File: src/include/lfs_regs.svh
`ifndef LFS_REGS_SVH
`define LFS_REGS_SVH

// ----------------------------------------------------------------------
// register offsets
// ----------------------------------------------------------------------
`define LFS_ADDR_CURRENT 8'h00
`define LFS_ADDR_TIMER 8'h01
`define LFS_ADDR_TRIGGER 8'h02
`define LFS_ADDR_STATUS 8'h03

// ----------------------------------------------------------------------
// field positions
// ----------------------------------------------------------------------
`define LFS_CUR_MAIN_MSB 7
`define LFS_CUR_MAIN_LSB 3
`define LFS_CUR_IND_MSB 2
`define LFS_CUR_IND_LSB 0
`define LFS_TMR_TIMED_BIT 4
`define LFS_TMR_SEL_MSB 3
`define LFS_TMR_SEL_LSB 0
`define LFS_TRIG_BIT 0
`define LFS_ST_OVERVOLT 0
`define LFS_ST_TIMEOUT 1
`define LFS_ST_OVERTEMP 2
`define LFS_ST_SHORT 3

// ----------------------------------------------------------------------
// reset values and codes
// ----------------------------------------------------------------------
`define LFS_RST_CURRENT 8'h00
`define LFS_RST_TIMER 8'h00
`define LFS_RST_TRIGGER 8'h00
`define LFS_RECOVER_VALUE 8'h00
`define LFS_FLASH_MIN_LEVEL 5'h0C

// ----------------------------------------------------------------------
// timing and currents
// ----------------------------------------------------------------------
`define LFS_CLK_MHZ 25
`define LFS_TIMEOUT_US 820000
`define LFS_TIMED_STEP_US 54600
`define LFS_RAMP_UP_UA_PER_US 4500
`define LFS_RAMP_DN_UA_PER_US 9000
`define LFS_MAIN_BASE_UA 35000
`define LFS_MAIN_STEP_UA 15000
`define LFS_DIRECT_TORCH_UA 125000
`define LFS_DIRECT_FLASH_UA 500000
`define LFS_IND_STEP_UA 2500
`define LFS_IND_DIRECT_UA 10000

`endif

File: src/include/lfs_pkg.sv
package lfs_pkg;

   // ----------------------------------------------------------------------
   // types
   // ----------------------------------------------------------------------
   typedef enum logic [1:0] {
      LFS_ST_IDLE,
      LFS_ST_TORCH,
      LFS_ST_FLASH
   } lfs_mode_e;

   // protection comparator outputs
   typedef struct packed {
      logic output_short;
      logic overtemp;
      logic overvoltage;
   } lfs_mon_s;

   typedef struct packed {
      logic [4:0] main_level;
      logic [2:0] ind_level;
      logic timed_flash_select;
      logic [3:0] timer_select;
      logic soft_flash_trigger;
   } lfs_regs_s;

   typedef struct packed {
      logic output_short_flag;
      logic overtemp_flag;
      logic timeout_flag;
      logic overvoltage_flag;
   } lfs_flags_s;

   typedef struct packed {
      lfs_mode_e mode;
      lfs_regs_s regs;
      lfs_flags_s flags;
      logic [24:0] timer;
      logic trig_prev;
      logic hw_prev;
      logic [18:0] main_ua;
      logic [14:0] ind_ua;
      logic conv_en;
      logic int_drive;
      logic [7:0] rdata;
   } lfs_state_s;

endpackage

File: src/core/lfs_supervisor.sv
`timescale 1ns/1ps
`default_nettype none
`include "lfs_regs.svh"

// Operation
// - any protection event stops switching, latches its cause, pulls interrupt low.
// - protection drops main current to zero at once and turns indicator off.
// - serial mode: writing zero to current control clears flags, releases interrupt.
// - fault leaves all registers except status untouched.
// - direct mode: both enable lines low clears flags, releases interrupt.
// - interrupt output works in direct mode as well.
// - overvoltage inhibits switching and sets status bit 0.
// - untimed or direct flash is capped at 820 ms by time-out timer.
// - serial mode: falling hardware trigger clears software trigger bit.
// - direct mode: first enable falling before time-out resets the timer.
// - untimed flash time-out is a fault setting status bit 1.
// - overtemperature sets bit 2; switching held off while still too hot.
// - output short in torch mode or during flash ramp-up sets status bit 3.
// - interrupt is active-low open drain for wired-OR sharing.
// - low supply lockout halts everything and restores register defaults.
// - low supply lockout raises no interrupt and sets no flag.
// - current rises at most 4.5 mA/us until target reached.
// - normal end ramps current down at 9 mA/us.
// - serial mode indicator current is 3-bit setting times 2.5 mA.
// - direct mode indicator current is 10 mA while only enable line B is high.
// - timed flash ending normally raises nothing and allows immediate reflash.
module lfs_supervisor
   import lfs_pkg::*;
#(
   parameter int unsigned TIMEOUT_CYCLES =
      `LFS_TIMEOUT_US * `LFS_CLK_MHZ,
   parameter int unsigned TIMED_STEP_CYCLES =
      `LFS_TIMED_STEP_US * `LFS_CLK_MHZ
) (
   // clock and reset
   input wire logic clk,
   input wire logic arst_n,
   // supply and control mode
   input wire logic low_supply_lockout,
   input wire logic serial_mode,
   // register port
   input wire logic reg_wr,
   input wire logic reg_rd,
   input wire logic [7:0] reg_addr,
   input wire logic [7:0] reg_wdata,
   output logic [7:0] reg_rdata,
   // direct pins
   input wire logic enable_line_a,
   input wire logic enable_line_b,
   input wire logic hw_flash_trigger,
   // protection monitors
   input wire lfs_mon_s monitors,
   // converter and current sinks
   output logic converter_enable,
   output logic [18:0] main_current_ua,
   output logic [14:0] indicator_current_ua,
   // fault interrupt, open drain
   output logic fault_int_o,
   output logic fault_int_oe
);

   // ----------------------------------------------------------------------
   // constants
   // ----------------------------------------------------------------------
   localparam logic [18:0] RAMP_UP_STEP =
      19'(`LFS_RAMP_UP_UA_PER_US / `LFS_CLK_MHZ);
   localparam logic [18:0] RAMP_DN_STEP =
      19'(`LFS_RAMP_DN_UA_PER_US / `LFS_CLK_MHZ);
   localparam logic [24:0] TIMEOUT_CNT = 25'(TIMEOUT_CYCLES);
   localparam logic [7:0] REG_RST = `LFS_RST_CURRENT | `LFS_RST_TIMER |
      `LFS_RST_TRIGGER;

   // ----------------------------------------------------------------------
   // helpers
   // ----------------------------------------------------------------------
   function automatic logic [18:0] main_target(input logic serial,
      input lfs_mode_e m, input logic [4:0] lvl);
      logic [18:0] t;
      t = 19'h00000;
      if (m == LFS_ST_IDLE) begin
         t = 19'h00000;
      end else if (serial) begin
         t = 19'(`LFS_MAIN_BASE_UA + `LFS_MAIN_STEP_UA * int'(lvl));
      end else if (m == LFS_ST_FLASH) begin
         t = 19'(`LFS_DIRECT_FLASH_UA);
      end else begin
         t = 19'(`LFS_DIRECT_TORCH_UA);
      end
      return t;
   endfunction

   function automatic logic [24:0] timed_limit(input logic [3:0] sel);
      return 25'(TIMEOUT_CYCLES - TIMED_STEP_CYCLES * int'(sel));
   endfunction

   // ----------------------------------------------------------------------
   // state
   // ----------------------------------------------------------------------
   lfs_state_s s_q;
   lfs_state_s s_d;
   lfs_regs_s reg_rst;
   lfs_flags_s set_f;
   logic recover;
   logic trig_lvl;
   logic trig_rise;
   logic torch_req;
   logic flash_start;
   logic flash_stop;
   logic flash_timeout;
   logic timed_done;
   logic fault_any;
   logic [18:0] target;
   logic [18:0] diff;

   assign reg_rst = lfs_regs_s'(14'(REG_RST));

   // ----------------------------------------------------------------------
   // next state
   // ----------------------------------------------------------------------
   always_comb begin
      s_d = s_q;
      set_f = '0;
      trig_lvl = s_q.regs.soft_flash_trigger | hw_flash_trigger;
      trig_rise = trig_lvl & ~s_q.trig_prev;
      s_d.trig_prev = trig_lvl;
      s_d.hw_prev = hw_flash_trigger;

      // mode requests
      torch_req = 1'b0;
      flash_start = 1'b0;
      flash_stop = 1'b0;
      if (serial_mode) begin
         torch_req = (s_q.regs.main_level != 5'h00) &&
            (s_q.regs.main_level < `LFS_FLASH_MIN_LEVEL);
         if (s_q.regs.main_level >= `LFS_FLASH_MIN_LEVEL) begin
            flash_start = s_q.regs.timed_flash_select ? trig_rise : trig_lvl;
            flash_stop = ~s_q.regs.timed_flash_select & ~trig_lvl;
         end else begin
            flash_stop = 1'b1;
         end
      end else begin
         torch_req = enable_line_a & ~enable_line_b;
         flash_start = enable_line_a & enable_line_b;
         flash_stop = ~(enable_line_a & enable_line_b);
      end

      // flash timing
      timed_done = serial_mode && s_q.regs.timed_flash_select &&
         (s_q.timer >= timed_limit(s_q.regs.timer_select));
      flash_timeout = (s_q.mode == LFS_ST_FLASH) && !timed_done &&
         !(serial_mode && s_q.regs.timed_flash_select) &&
         (s_q.timer >= TIMEOUT_CNT - 25'h0000001);

      // protection events
      target = main_target(serial_mode, s_q.mode, s_q.regs.main_level);
      set_f.overvoltage_flag = monitors.overvoltage;
      set_f.timeout_flag = flash_timeout;
      set_f.overtemp_flag = monitors.overtemp;
      set_f.output_short_flag = monitors.output_short &&
         ((s_q.mode == LFS_ST_TORCH) ||
         (s_q.mode == LFS_ST_FLASH && s_q.main_ua < target));

      // recovery clears, new events win
      recover = serial_mode ? (reg_wr && reg_addr == `LFS_ADDR_CURRENT &&
         reg_wdata == `LFS_RECOVER_VALUE)
         : (~enable_line_a & ~enable_line_b);
      s_d.flags = (recover ? lfs_flags_s'(4'h0) : s_q.flags) | set_f;
      fault_any = |s_d.flags;

      // mode sequencing
      case (s_q.mode)
         LFS_ST_IDLE: begin
            if (flash_start) begin
               s_d.mode = LFS_ST_FLASH;
            end else if (torch_req) begin
               s_d.mode = LFS_ST_TORCH;
            end
         end
         LFS_ST_TORCH: begin
            if (flash_start) begin
               s_d.mode = LFS_ST_FLASH;
            end else if (!torch_req) begin
               s_d.mode = LFS_ST_IDLE;
            end
         end
         LFS_ST_FLASH: begin
            if (timed_done) begin
               s_d.mode = LFS_ST_IDLE;
               s_d.regs.soft_flash_trigger = 1'b0;
            end else if (flash_stop) begin
               s_d.mode = torch_req ? LFS_ST_TORCH : LFS_ST_IDLE;
            end
         end
         default: begin
            s_d.mode = LFS_ST_IDLE;
         end
      endcase
      if (fault_any) begin
         s_d.mode = LFS_ST_IDLE;
      end
      s_d.timer = (s_d.mode == LFS_ST_FLASH && s_q.mode == LFS_ST_FLASH) ?
         s_q.timer + 25'h0000001 : 25'h0000000;

      // register writes, other registers survive faults
      if (serial_mode && s_q.hw_prev && !hw_flash_trigger) begin
         s_d.regs.soft_flash_trigger = 1'b0;
      end
      if (reg_wr) begin
         if (reg_addr == `LFS_ADDR_CURRENT) begin
            s_d.regs.main_level =
               reg_wdata[`LFS_CUR_MAIN_MSB:`LFS_CUR_MAIN_LSB];
            s_d.regs.ind_level = reg_wdata[`LFS_CUR_IND_MSB:`LFS_CUR_IND_LSB];
         end else if (reg_addr == `LFS_ADDR_TIMER) begin
            s_d.regs.timed_flash_select = reg_wdata[`LFS_TMR_TIMED_BIT];
            s_d.regs.timer_select =
               reg_wdata[`LFS_TMR_SEL_MSB:`LFS_TMR_SEL_LSB];
         end else if (reg_addr == `LFS_ADDR_TRIGGER) begin
            s_d.regs.soft_flash_trigger = reg_wdata[`LFS_TRIG_BIT];
         end
      end

      // register reads
      if (reg_rd) begin
         if (reg_addr == `LFS_ADDR_CURRENT) begin
            s_d.rdata = {s_q.regs.main_level, s_q.regs.ind_level};
         end else if (reg_addr == `LFS_ADDR_TIMER) begin
            s_d.rdata = {3'h0, s_q.regs.timed_flash_select,
               s_q.regs.timer_select};
         end else if (reg_addr == `LFS_ADDR_TRIGGER) begin
            s_d.rdata = {7'h00, s_q.regs.soft_flash_trigger};
         end else if (reg_addr == `LFS_ADDR_STATUS) begin
            s_d.rdata = {4'h0, s_q.flags};
         end else begin
            s_d.rdata = 8'h00;
         end
      end

      // main current slopes
      target = main_target(serial_mode, s_d.mode, s_d.regs.main_level);
      if (s_q.main_ua < target) begin
         diff = target - s_q.main_ua;
         s_d.main_ua = s_q.main_ua +
            ((diff < RAMP_UP_STEP) ? diff : RAMP_UP_STEP);
      end else begin
         diff = s_q.main_ua - target;
         s_d.main_ua = s_q.main_ua -
            ((diff < RAMP_DN_STEP) ? diff : RAMP_DN_STEP);
      end
      if (fault_any) begin
         s_d.main_ua = 19'h00000;
      end

      // indicator current
      if (serial_mode) begin
         s_d.ind_ua = 15'(`LFS_IND_STEP_UA * int'(s_d.regs.ind_level));
      end else if (~enable_line_a & enable_line_b) begin
         s_d.ind_ua = 15'(`LFS_IND_DIRECT_UA);
      end else begin
         s_d.ind_ua = 15'h0000;
      end
      if (fault_any) begin
         s_d.ind_ua = 15'h0000;
      end

      // converter and interrupt
      s_d.conv_en = !fault_any && !monitors.overtemp &&
         (s_d.mode != LFS_ST_IDLE || s_d.main_ua != 19'h00000);
      s_d.int_drive = fault_any;

      // lockout wipes everything without flagging
      if (low_supply_lockout) begin
         s_d = '0;
         s_d.mode = LFS_ST_IDLE;
         s_d.regs = reg_rst;
      end
   end

   // ----------------------------------------------------------------------
   // registers
   // ----------------------------------------------------------------------
   always_ff @(posedge clk or negedge arst_n) begin
      if (!arst_n) begin
         s_q <= '0;
      end else begin
         s_q <= s_d;
      end
   end

   // ----------------------------------------------------------------------
   // outputs
   // ----------------------------------------------------------------------
   assign reg_rdata = s_q.rdata;
   assign converter_enable = s_q.conv_en;
   assign main_current_ua = s_q.main_ua;
   assign indicator_current_ua = s_q.ind_ua;
   assign fault_int_o = 1'b0;
   assign fault_int_oe = s_q.int_drive;

endmodule // lfs_supervisor

`default_nettype wire

File: config.mk
export PLATFORM = sky130hd
export DESIGN_NAME = lfs_supervisor
export DESIGN_NICKNAME = d
export VERILOG_FILES = /design/src/include/lfs_pkg.sv /design/src/core/lfs_supervisor.sv
export VERILOG_INCLUDE_DIRS = /design/src /design/src/include
export SDC_FILE = /design/constraint.sdc
export NUM_CORES = 1
export LEC_CHECK = 0
export ABC_AREA = 0
export BUFFER_PORTS_ARGS = -buffer_cell sky130_fd_sc_hd__buf_2
export CAP_MARGIN = 20
export CORE_MARGIN = 2
export CORE_UTILIZATION = 35
export DETAILED_ROUTE_END_ITERATION = 8
export GPL_ROUTABILITY_DRIVEN = 0
export PLACE_DENSITY = 0.56
export SLEW_MARGIN = 20
export SYNTH_ARGS = -nofsm -noshare
export SYNTH_HDL_FRONTEND = slang
export SYNTH_SLANG_ARGS = --single-unit
File: constraint.sdc
create_clock -name clk -period 21.6 [get_ports clk]
set_input_delay 4.32 -clock clk [delete_from_list [all_inputs] [get_ports clk]]
set_output_delay 4.32 -clock clk [all_outputs]
set_load 0.01 [all_outputs]
# ---- Word level (Yosys, flattened, before mapping)
# Cells that the tools add are included.
dict set report totals {
  rom_bits 0
  ram_bits 0
  inputBits 28
  latchBits 0
  word_cells 139
  register_bits 91
  memories 0
}
dict set report classes {
  muxes 46
  magnitude_cmp 8
  n_eq_ne 7
  addsub 8
  n_mul 4
  n_bitwise 14
  shift 0
  div_mod_pow 0
  reduce_logical 34
}
# operator count
set op_table {}
lappend op_table {{$mux W19} 10}
lappend op_table {{$mux W91} 1}
lappend op_table {{$sub A19 B19 Y19} 3}
lappend op_table {{$add A16 B19 Y19 const A} 2}
lappend op_table {{$lt A19 B19 Y1} 2}
lappend op_table {{$mul A11 B5 Y16 const A} 2}
lappend op_table {{$mux W15} 2}
lappend op_table {{$mux W14} 2}
lappend op_table {{$add A25 B1 Y25 const B} 1}
lappend op_table {{$ge A25 B25 Y1} 1}
lappend op_table {{$ge A25 B25 Y1 const B} 1}
lappend op_table {{$mux W25} 1}
lappend op_table {{$sub A25 B25 Y25 const A} 1}
lappend op_table {{$mux W8} 3}
lappend op_table {{$mul A18 B4 Y22 const A} 1}
lappend op_table {{$add A19 B19 Y19} 1}
lappend op_table {{$lt A19 B8 Y1 const B} 1}
lappend op_table {{$lt A19 B9 Y1 const B} 1}
lappend op_table {{$reduce_bool A19 Y1} 1}
lappend op_table {{$eq A8 B2 Y1 const B} 2}
lappend op_table {{$logic_not A8 Y1} 2}
lappend op_table {{$logic_and A1 B1 Y1} 15}
lappend op_table {{$mux W2} 7}
lappend op_table {{$mul A10 B3 Y13 const A} 1}
lappend op_table {{22 further kinds} 57}

# ---- Depth between registers and ports, before layout
# Gate-level depths: netlist of run 1.
dict set report logic_depth {
  word_depth 25
  ltp_mapped 54
}

# ---- Worst setup path after synthesis of run 1
# No wires, ideal clock.
dict set report synth_timing {
  kind {in2reg}
  from {in reg_addr[3]}
  to {reg s_q, in the netlist converter_enable}
  setup_ps 132
  path_slack_ps 7745
  cell_stages 44
  required_ps 21468
  arrival_ps 13723
  path_buffers 1
  cell_sequence {or4_4 nor2_4 nand2_4 mux2i_1 inv_1 ha_1 ha_1 ha_1 ha_1 a31oi_1 o21bai_1 a21o_1 xor2_1 or3b_2 and2_1 or3_1 xnor2_1 a21oi_1 (+8 left out) nand2_1 inv_1 nand2_1 ha_1 nand2_1 nor4_1 o21ai_0 o21ai_0 ha_1 or4_1 o22a_1 a21o_1 a21oi_1 xor2_1 nor4bb_1 nand4_1 nor4b_1 a31oi_1}
}
# element line_no
set synth_lines {}
lappend synth_lines {{start: declaration} lfs_supervisor.sv:44} ;# input wire logic [7:0] reg_addr,
lappend synth_lines {{end signal: assignment} lfs_supervisor.sv:283} ;# s_q <= '0;
lappend synth_lines {{end signal: assignment} lfs_supervisor.sv:285} ;# s_q <= s_d;
lappend synth_lines {{end: declaration} lfs_supervisor.sv:99} ;# lfs_state_s s_q;

==> metrics.md, run 1 <==
| Metric | Value |
|---|---|
| Clk buf depth | `2` |
| Global-route wire length before repair | `about 52000 um` |
| Crit path launch type | `primary input` |
| Top_reg_cell synth | `dfrtp_1` |
| Initial DRT Pass Iterations | `5` |
| Rel. slew slack | `0.267` |
| Crit path buf inv count | `5` |
| Synth Area in XOR/XNOR | `0.0872` |
| Die footprint | `0.0354 mm^2` |
| CTS tree | `yes` |
| Core ar. | `~0.033 mm^2` |
| CP Capture Type | `flip-flop` |
| Flop2flop setup slack | `7.91 ns` |
| Setup Fix Bufs, Post-CTS | `0` |
| Sequential area share after synthesis | `0.184` |
| Initial antenna violation count | `1` |
| Max VDD drop | `~0.000047 V` |
| HP Class | `reg -> reg` |
| CTS buffer count | `9` |
| Dpl ws | `6.53 ns` |
| Outcome | `completed` |
| Routed WL | `32100 um` |
| Setup violations, final | `0` |
| Reg clk slew, reported paths | `roughly 0.07 ns` |
| Main combinational cell family by area after synthesis | `adder cells` |
| Slew @ Worst Pin | `1.10 ns` |
| Total Routing Usage GR | `0.185` |
| Clock sinks | `a little under 90` |
| CP max stage delay | `0.60 ns` |
| Hold Worst Slack | `0.521 ns` |
| Post-Syn Area | `0.0119 mm^2` |
| # rows | `between 60 and 70` |
| DRC | `0` |
| #FFs+latches synth | `87` |
| # resized after CTS | `0` |
| Total gr overflow | `0` |
| Final worst-path cycle share | `0.684` |
| Number of global-route vias before repair | `10059` |
| Final Critical Period | `14.77 ns` |
| Crit Path Class | `in -> reg` |
| Final ANT Viol Nets | `0` |
| Fraction of layout instances using a drive strength above 1 | `0.0990` |
| Worst Path Max Fanout | `16` |
| Final WS setup | `6.83 ns` |
| Synthesis Warnings | `0` |
| Final Hold Vio Count | `0` |
| Max-cap violations | `0` |
| Setup Total Neg Slack | `0 ns` |
| Arrival @ worst endpoint | `14.95 ns` |
| Post-synthesis cell count | `1434` |
| Initial Util | `0.354` |
| Nets | `~1700` |
| Proportion of synthesized area in mux cells | `0.0185` |
| Detailed-route via count | `roughly 10000` |
| Leakage | `6.33 nW` |
| Netlist cell types | `84` |
| Synth Area per Inst | `8.27 um^2` |
| Final non-filler cell total | `1893` |
| Post-DP HPWL | `between 20000 and 30000 um` |
| Adder-Cell Fraction of Synth Area | `0.233` |
| Slew Limit Fails | `0` |
| Crit path top cell by count | `ha_1` |
| Fill count | `3545` |
| Critical-path top delay cell | `o41ai_1` |
| Family with the most delay on the worst path | `compound AO/OA/AOI/OAI gates` |
| Largest net degree at the start of global routing | `71` |
| Die Y | `188 um` |
| Layout overhead on the synthesized area | `6.15%` |
| Final core occ | `0.376` |
| Synth Area in Simple Gates | `0.202` |
| Number of enable flip-flop cells after synthesis | `0` |
| Top-level I/O count | `73` |
| Most common cell after layout, fill and taps aside | `ha_1` |
| Iter 0 DRT Violations | `620` |
| H-tree levels | `3` |
| Later-pin clock latency in the skew report | `~0.36 ns` |
| Per-cell routed wire length | `17.0 um` |
| Diode count | `0` |
| Clock root cell | `clkbuf_16` |
| Chip width | `188 um` |
| Asr flop ratio synth | `1.00` |
| RSZ-0062 raised after global routing | `false` |
| # port buffers | `between 60 and 70` |
| Peak Freq | `0.0677 GHz` |
| Pwr dens | `48.5 mW/mm^2` |
| Vias per inst | `between 5 and 6` |
| Hold_buf cts | `0` |
| DP Cell Count | `1877` |
| Most frequent cells in the layout | `192 x ha_1, 122 x nor2_1, 108 x inv_1` |
| Final Skew | `approximately 0.012 ns` |
| CP Data Required Time | `21.78 ns` |
| Compound-Gate Fraction of Synth Area | `0.198` |
[path summary, 6_finish.rpt]
kind,start,end,depth (start not counted)
setup / recovery,reg_addr[3],converter_enable$_DFF_PN0_,45
hold / removal,reg_rdata[2]$_DFFE_PN0P_,reg_rdata[2]$_DFFE_PN0P_,2
setup reg to reg,s_q[87]$_DFF_PN0_,converter_enable$_DFF_PN0_,51
hold reg to reg,reg_rdata[2]$_DFFE_PN0P_,reg_rdata[2]$_DFFE_PN0P_,2
max in group asynchronous,arst_n,main_current_ua[11]$_DFF_PN0_,2
min in group asynchronous,arst_n,s_q[86]$_DFF_PN0_,1
[flip-flops by register name (all words and copies together), names as in the netlist]
register / count
indicator_current_ua: 11
fault_int_oe: 1
converter_enable: 1
main_current_ua: 19
reg_rdata: 8
s_q: 47
[final cells by class]
class / count / area, um^2 / share of cell area
sequential: 87 / 2180 / 0.173
inverter: 108 / 405 / 0.0322
tap: 448 / 561 / 0.0446
multi-input combinational: 1162 / 8770 / 0.697
clock buffer: 9 / 225 / 0.0179
clock inverter: 7 / 72.6 / 0.00577
timing repair buffer: 72 / 373 / 0.0296
[metrics by stage]
stage          cell area (um^2)  power [mW]
2_1_floorplan             11900       0.387
3_3_place_gp              12300       0.450
3_5_place_dp              12300       0.454
4_1_cts                   12600       0.616
5_1_grt                   12600       0.655
6_report                  12600       0.611
[worst reg2reg max path, delay by kind of cell (launching register included)]
family	cells	cell delay, ns
and+or+nand+nor	18	5.09
muxes	1	0.38
AOI/OAI and AO/OA	18	4.17
adders and majority gates	8	2.37
xor gates and xnor gates	2	0.43
buffers and inverters	4	0.45
DFF	1	0.61
[power breakdown]
group | internal, mW | switching, mW
Combinational | 0.112 | 0.167
Sequential | 0.166 | 0.00779
Clock | 0.0817 | 0.0763
[cell families after synthesis]
kind of cell / after synthesis
simple gates: 453
other cells: 1
compound gates: 357
fa+ha+maj: 210
buf+inv: 188
xor+xnor: 118
flops: 87
mux: 20
[cell usage after synthesis (5+ instances only)]
library cell  instances  area, um^2
nand2b_1             16         100
a211oi_1             18         135
nand3_1              44         220
o21a_1               13        97.6
a31o_2                6        52.6
or3_1                12        75.1
nor3_1               29         145
ha_1                192        2400
o211ai_1              6        45.0
o31a_1                5        43.8
buf_4                43         323
dfrtp_1              87        2180
nand4_1              16         100
o22ai_1               7        43.8
and3_1               14        87.6
clkbuf_1             29         109
o21ai_0              67         335
nor2b_1              21         131
and2_1                9        56.3
nor2_4               19         214
a21oi_1              99         495
nand3b_1              5        37.5
a22oi_1               6        45.0
inv_1               108         405
a21o_1               41         308
a21boi_0              5        37.5
xor2_1               47         412
nand2_1              93         349
mux2i_1              14         140
nor2_1              122         458
mux2_2                5        56.3
xnor2_1              71         622
or2_2                 8        50.1
or4_1                 6        45.0
o21bai_1             18         135
nor4_1               10        62.6
fa_1                 18         360
a211o_1               7        61.3
o31ai_1               6        45.0
a31oi_1              15        93.8
[per-layer routing]
metal | share of wire | vias up | GRT usage | wire [um]
met5 | 0 | - | 0 | 0
met4 | 0.019 | 0 | 0.0415 | 604
met3 | 0.033 | 34 | 0.0208 | 1050
met2 | 0.48 | 196 | 0.322 | 15300
met1 | 0.47 | 4901 | 0.245 | 15100
li1 | - | 5067 | - | -
Power figures use the tool's default switching activity.
==> inputs of run 2 (changes only) <==
Settings changed: ABC_AREA 0 to 1.
Clock period 21.6 ns to 14.59 ns, I/O delays scaled along.
==> run 2 against run 1 <==
Net effect: via count rose by 15%; total power rose by 59%; final cell count rose by 22%; register-to-register slack got worse by 4.8 ns; combinational power rose by 62%; utilization rose by 0.36 points; die area rose by 6.3%; sequential power rose by 48%; non-clock buffer count rose by 5; largest cell class unchanged.
==> metrics.md, run 2 <==
| Metric | Value |
|---|---|
| Outcome | `completed` |
| Sequential area share after synthesis | `0.173 (-0.0111)` |
| Family with the most delay on the worst path | `simple AND/OR/NAND/NOR gates` |
| Slew @ Worst Pin | `0.868 ns (-0.232 ns)` |
| # resized after CTS | `0 (unchanged)` |
| CP Capture Type | `flip-flop` |
| Area after DPL | `0.0132 mm^2 (+7.3%)` |
| Most frequent cells in the layout | `376 x nand2_1, 288 x inv_1, 192 x ha_1` |
| Max-cap violations | `0 (unchanged)` |
| Detailed-route via count | `11680 (+15%)` |
| Worst Path Max Fanout | `11 (-5)` |
| Die Y | `194 um (+3.1%)` |
| Final Hold Vio Count | `0 (unchanged)` |
| Hold_buf cts | `0 (unchanged)` |
| Netlist cell types | `71 (-15%)` |
| H-tree levels | `3 (unchanged)` |
| RSZ-0062 raised after global routing | `false` |
| Setup violations, final | `0 (unchanged)` |
| Leading area contributor after synthesis | `ha_1` |
| Synthesis Warnings | `0 (unchanged)` |
| Largest net degree at the start of global routing | `55 (-23%)` |
| Top post-synthesis cells by area | `ha_1 19%, dfrtp_1 17%, nand2_1 11%` |
| Pwr dens | `71.9 mW/mm^2 (+48%)` |
| Final Skew | `0.0134 ns (+0.00159 ns)` |
| Top-level I/O count | `73 (unchanged)` |
| Clock root cell | `clkbuf_16` |
| Arrival @ worst endpoint | `12.41 ns (-2.54 ns)` |
| Reg with most FFs | `s_q` |
| Post-synthesis cell count | `1819 (+27%)` |
| CTS tree | `yes` |
| Total Routing Usage GR | `0.188 (+0.00313)` |
| Iter 0 DRT Violations | `734 (+18%)` |
| Most common cell after layout, fill and taps aside | `nand2_1` |
| Global-route wire length before repair | `58200 um (+11%)` |
| Min-Delay Startpoint | `s_q[46]$_DFF_PN0_` |
| Total gr overflow | `0 (unchanged)` |
| Crit Path Class | `in -> reg` |
| Post-Syn Area | `0.0126 mm^2 (+6.4%)` |
| HP Class | `reg -> reg` |
| Reg clk slew, reported paths | `0.07 ns (about the same)` |
| Worst r2r src | `s_q[87]$_DFF_PN0_` |
| CP Data Required Time | `14.81 ns (-6.97 ns)` |
| DRC | `0 (unchanged)` |
| Initial DRT Pass Iterations | `5 (unchanged)` |
| Nets | `2084 (+24%)` |
| Fraction of layout instances using a drive strength above 1 | `0.108 (+0.00909)` |
| Layout Cell Area excl Fill | `0.0135 mm^2 (+7.4%)` |
| Fill count | `3835 (+8.2%)` |
| Synth Area per Inst | `6.93 um^2 (-16%)` |
| Core ar. | `0.0356 mm^2 (+6.3%)` |
| Critical-path top delay cell | `o21ai_0` |
| Crit path top cell by count | `inv_1` |
| Setup Fix Bufs, Post-CTS | `0 (unchanged)` |
| Clk buf depth | `2 (unchanged)` |
| Number of global-route vias before repair | `11406 (+13%)` |
| Layout overhead on the synthesized area | `7.10%` |
| Top_reg_cell synth | `dfrtp_1` |
| CP max stage delay | `0.48 ns (-0.12 ns)` |
| Per-cell routed wire length | `15.2 um (-11%)` |
| Diode count | `0 (unchanged)` |
| Chip width | `194 um (+3.1%)` |
| Initial Util | `0.355 (about the same)` |
| Crit path buf inv count | `13 (+8)` |
| Final ANT Viol Nets | `0 (unchanged)` |
| Post-DP HPWL | `29000 um (+11%)` |
| Die footprint | `0.0376 mm^2 (+6.3%)` |
| Yosys top cell area share | `0.190 (-0.0122)` |
| Initial antenna violation count | `0 (-1)` |
| Number of flip-flops under the largest register name | `47 (unchanged)` |
| Max VDD drop | `0.0000465 V (-1.4%)` |
| Final core occ | `0.380 (+0.00364)` |
| Setup Total Neg Slack | `0 ns (unchanged)` |
| Synth top cells by count | `376 x nand2_1, 288 x inv_1, 192 x ha_1, 162 x nor2_1, 112 x a21oi_1` |
| Crit path launch type | `primary input` |
| Clock sinks | `87 (unchanged)` |
| Peak Freq | `around 0.082 GHz` |
| Number of enable flip-flop cells after synthesis | `0 (unchanged)` |
| Slew Limit Fails | `0 (unchanged)` |
| CTS buffer count | `9 (unchanged)` |
| Leakage | `7.45 nW (+18%)` |
| Final worst-path cycle share | `0.835` |
| Count leader, synth | `nand2_1` |
| Routed WL | `35000 um (+9.1%)` |
| Crit path from | `reg_addr[5]` |
| Final Critical Period | `12.19 ns` |
| Later-pin clock latency in the skew report | `0.36 ns (about the same)` |
| Vias per inst | `5.05 (-6.2%)` |
| # port buffers | `68 (unchanged)` |
| Rel. slew slack | `0.421 (+0.154)` |
| # rows | `69 (+3.0%)` |
| #FFs+latches synth | `87 (unchanged)` |
| Asr flop ratio synth | `1.00 (unchanged)` |
==> run 2: cell count changes after synthesis, moves of 21 or more <==
cell,change
nor2_1,+40
nor2b_1,-21
nand2_1,+283
a21o_1,-31
xnor2_1,-51
inv_1,+180
nand3_1,+48
==> run 2: through the flow <==
stage | hold slack, ns | cells | power [mW] | setup WS [ns]
floorplan | 0.439 | 1822 | 0.602 | 3.73
global placement | 0.463 | 2296 | 0.708 | 2.30
detailed placement | 0.470 | 2296 | 0.706 | 2.16
CTS | 0.480 | 2312 | 0.971 | 2.51
global route | 0.507 | 2312 | 1.04 | 1.49
finish | 0.480 | 2312 | 0.972 | 2.40
==> run 2: cells by family after synthesis <==
kind of cell | synth area share
other | 0.000297
AND/OR/NAND/NOR | 0.292
adder cells (fa/ha/maj) | 0.219
XOR/XNOR | 0.0542
flip-flops | 0.173
buffers and inverters | 0.126
AO/OA/AOI/OAI | 0.136
==> run 2: layer usage <==
layer	routed length, um	vias to the layer above	GRT usage
met5	0	-	0
met4	508	0	0.0393
met3	1310	27	0.0190
met2	16600	251	0.329
met1	16700	5436	0.250
li1	-	5966	-
==> run 2: final timing paths <==
| path | end | depth (start not counted) | slack, ns |
|---|---|---|---|
| worst max-delay path | converter_enable$_DFF_PN0_ | 60 | 2.40 |
| worst min-delay path | s_q[46]$_DFF_PN0_ | 1 | 0.48 |
| worst max register to register | converter_enable$_DFF_PN0_ | 57 | 3.16 |
| worst min register to register | s_q[46]$_DFF_PN0_ | 1 | 0.48 |
| max in group asynchronous | converter_enable$_DFF_PN0_ | 2 | 10.98 |
| min in group asynchronous | s_q[67]$_DFF_PN0_ | 1 | 2.52 |
==> run 2: report_power, final <==
group / switching (mW) / internal [mW] / total (mW)
registers: 0.0112 / 0.246 / 0.257
clock network: 0.109 / 0.153 / 0.262
logic: 0.305 / 0.148 / 0.453
total: 0.425 / 0.547 / 0.972
==> run 2: area by class of cell <==
cell class	instances	area, um^2	area share
flip-flops and latches	87	2180	0.161
inverters	307	1160	0.0857
repair buffers	77	410	0.0304
well taps	461	577	0.0427
multi-input cells	1364	8860	0.656
clock inverters	7	103	0.00759
clock buffers	9	225	0.0167
==> run 2: worst register-to-register path, delay by kind of cell, from the launching register on <==
kind                     cells  cell delay (ns)
XOR/XNOR                     3             0.76
buffers and inverters        5             0.78
AO/OA/AOI/OAI               14             2.87
adder cells (fa/ha/maj)      8             2.63
flip-flops                   1             0.54
AND/OR/NAND/NOR             27             3.74
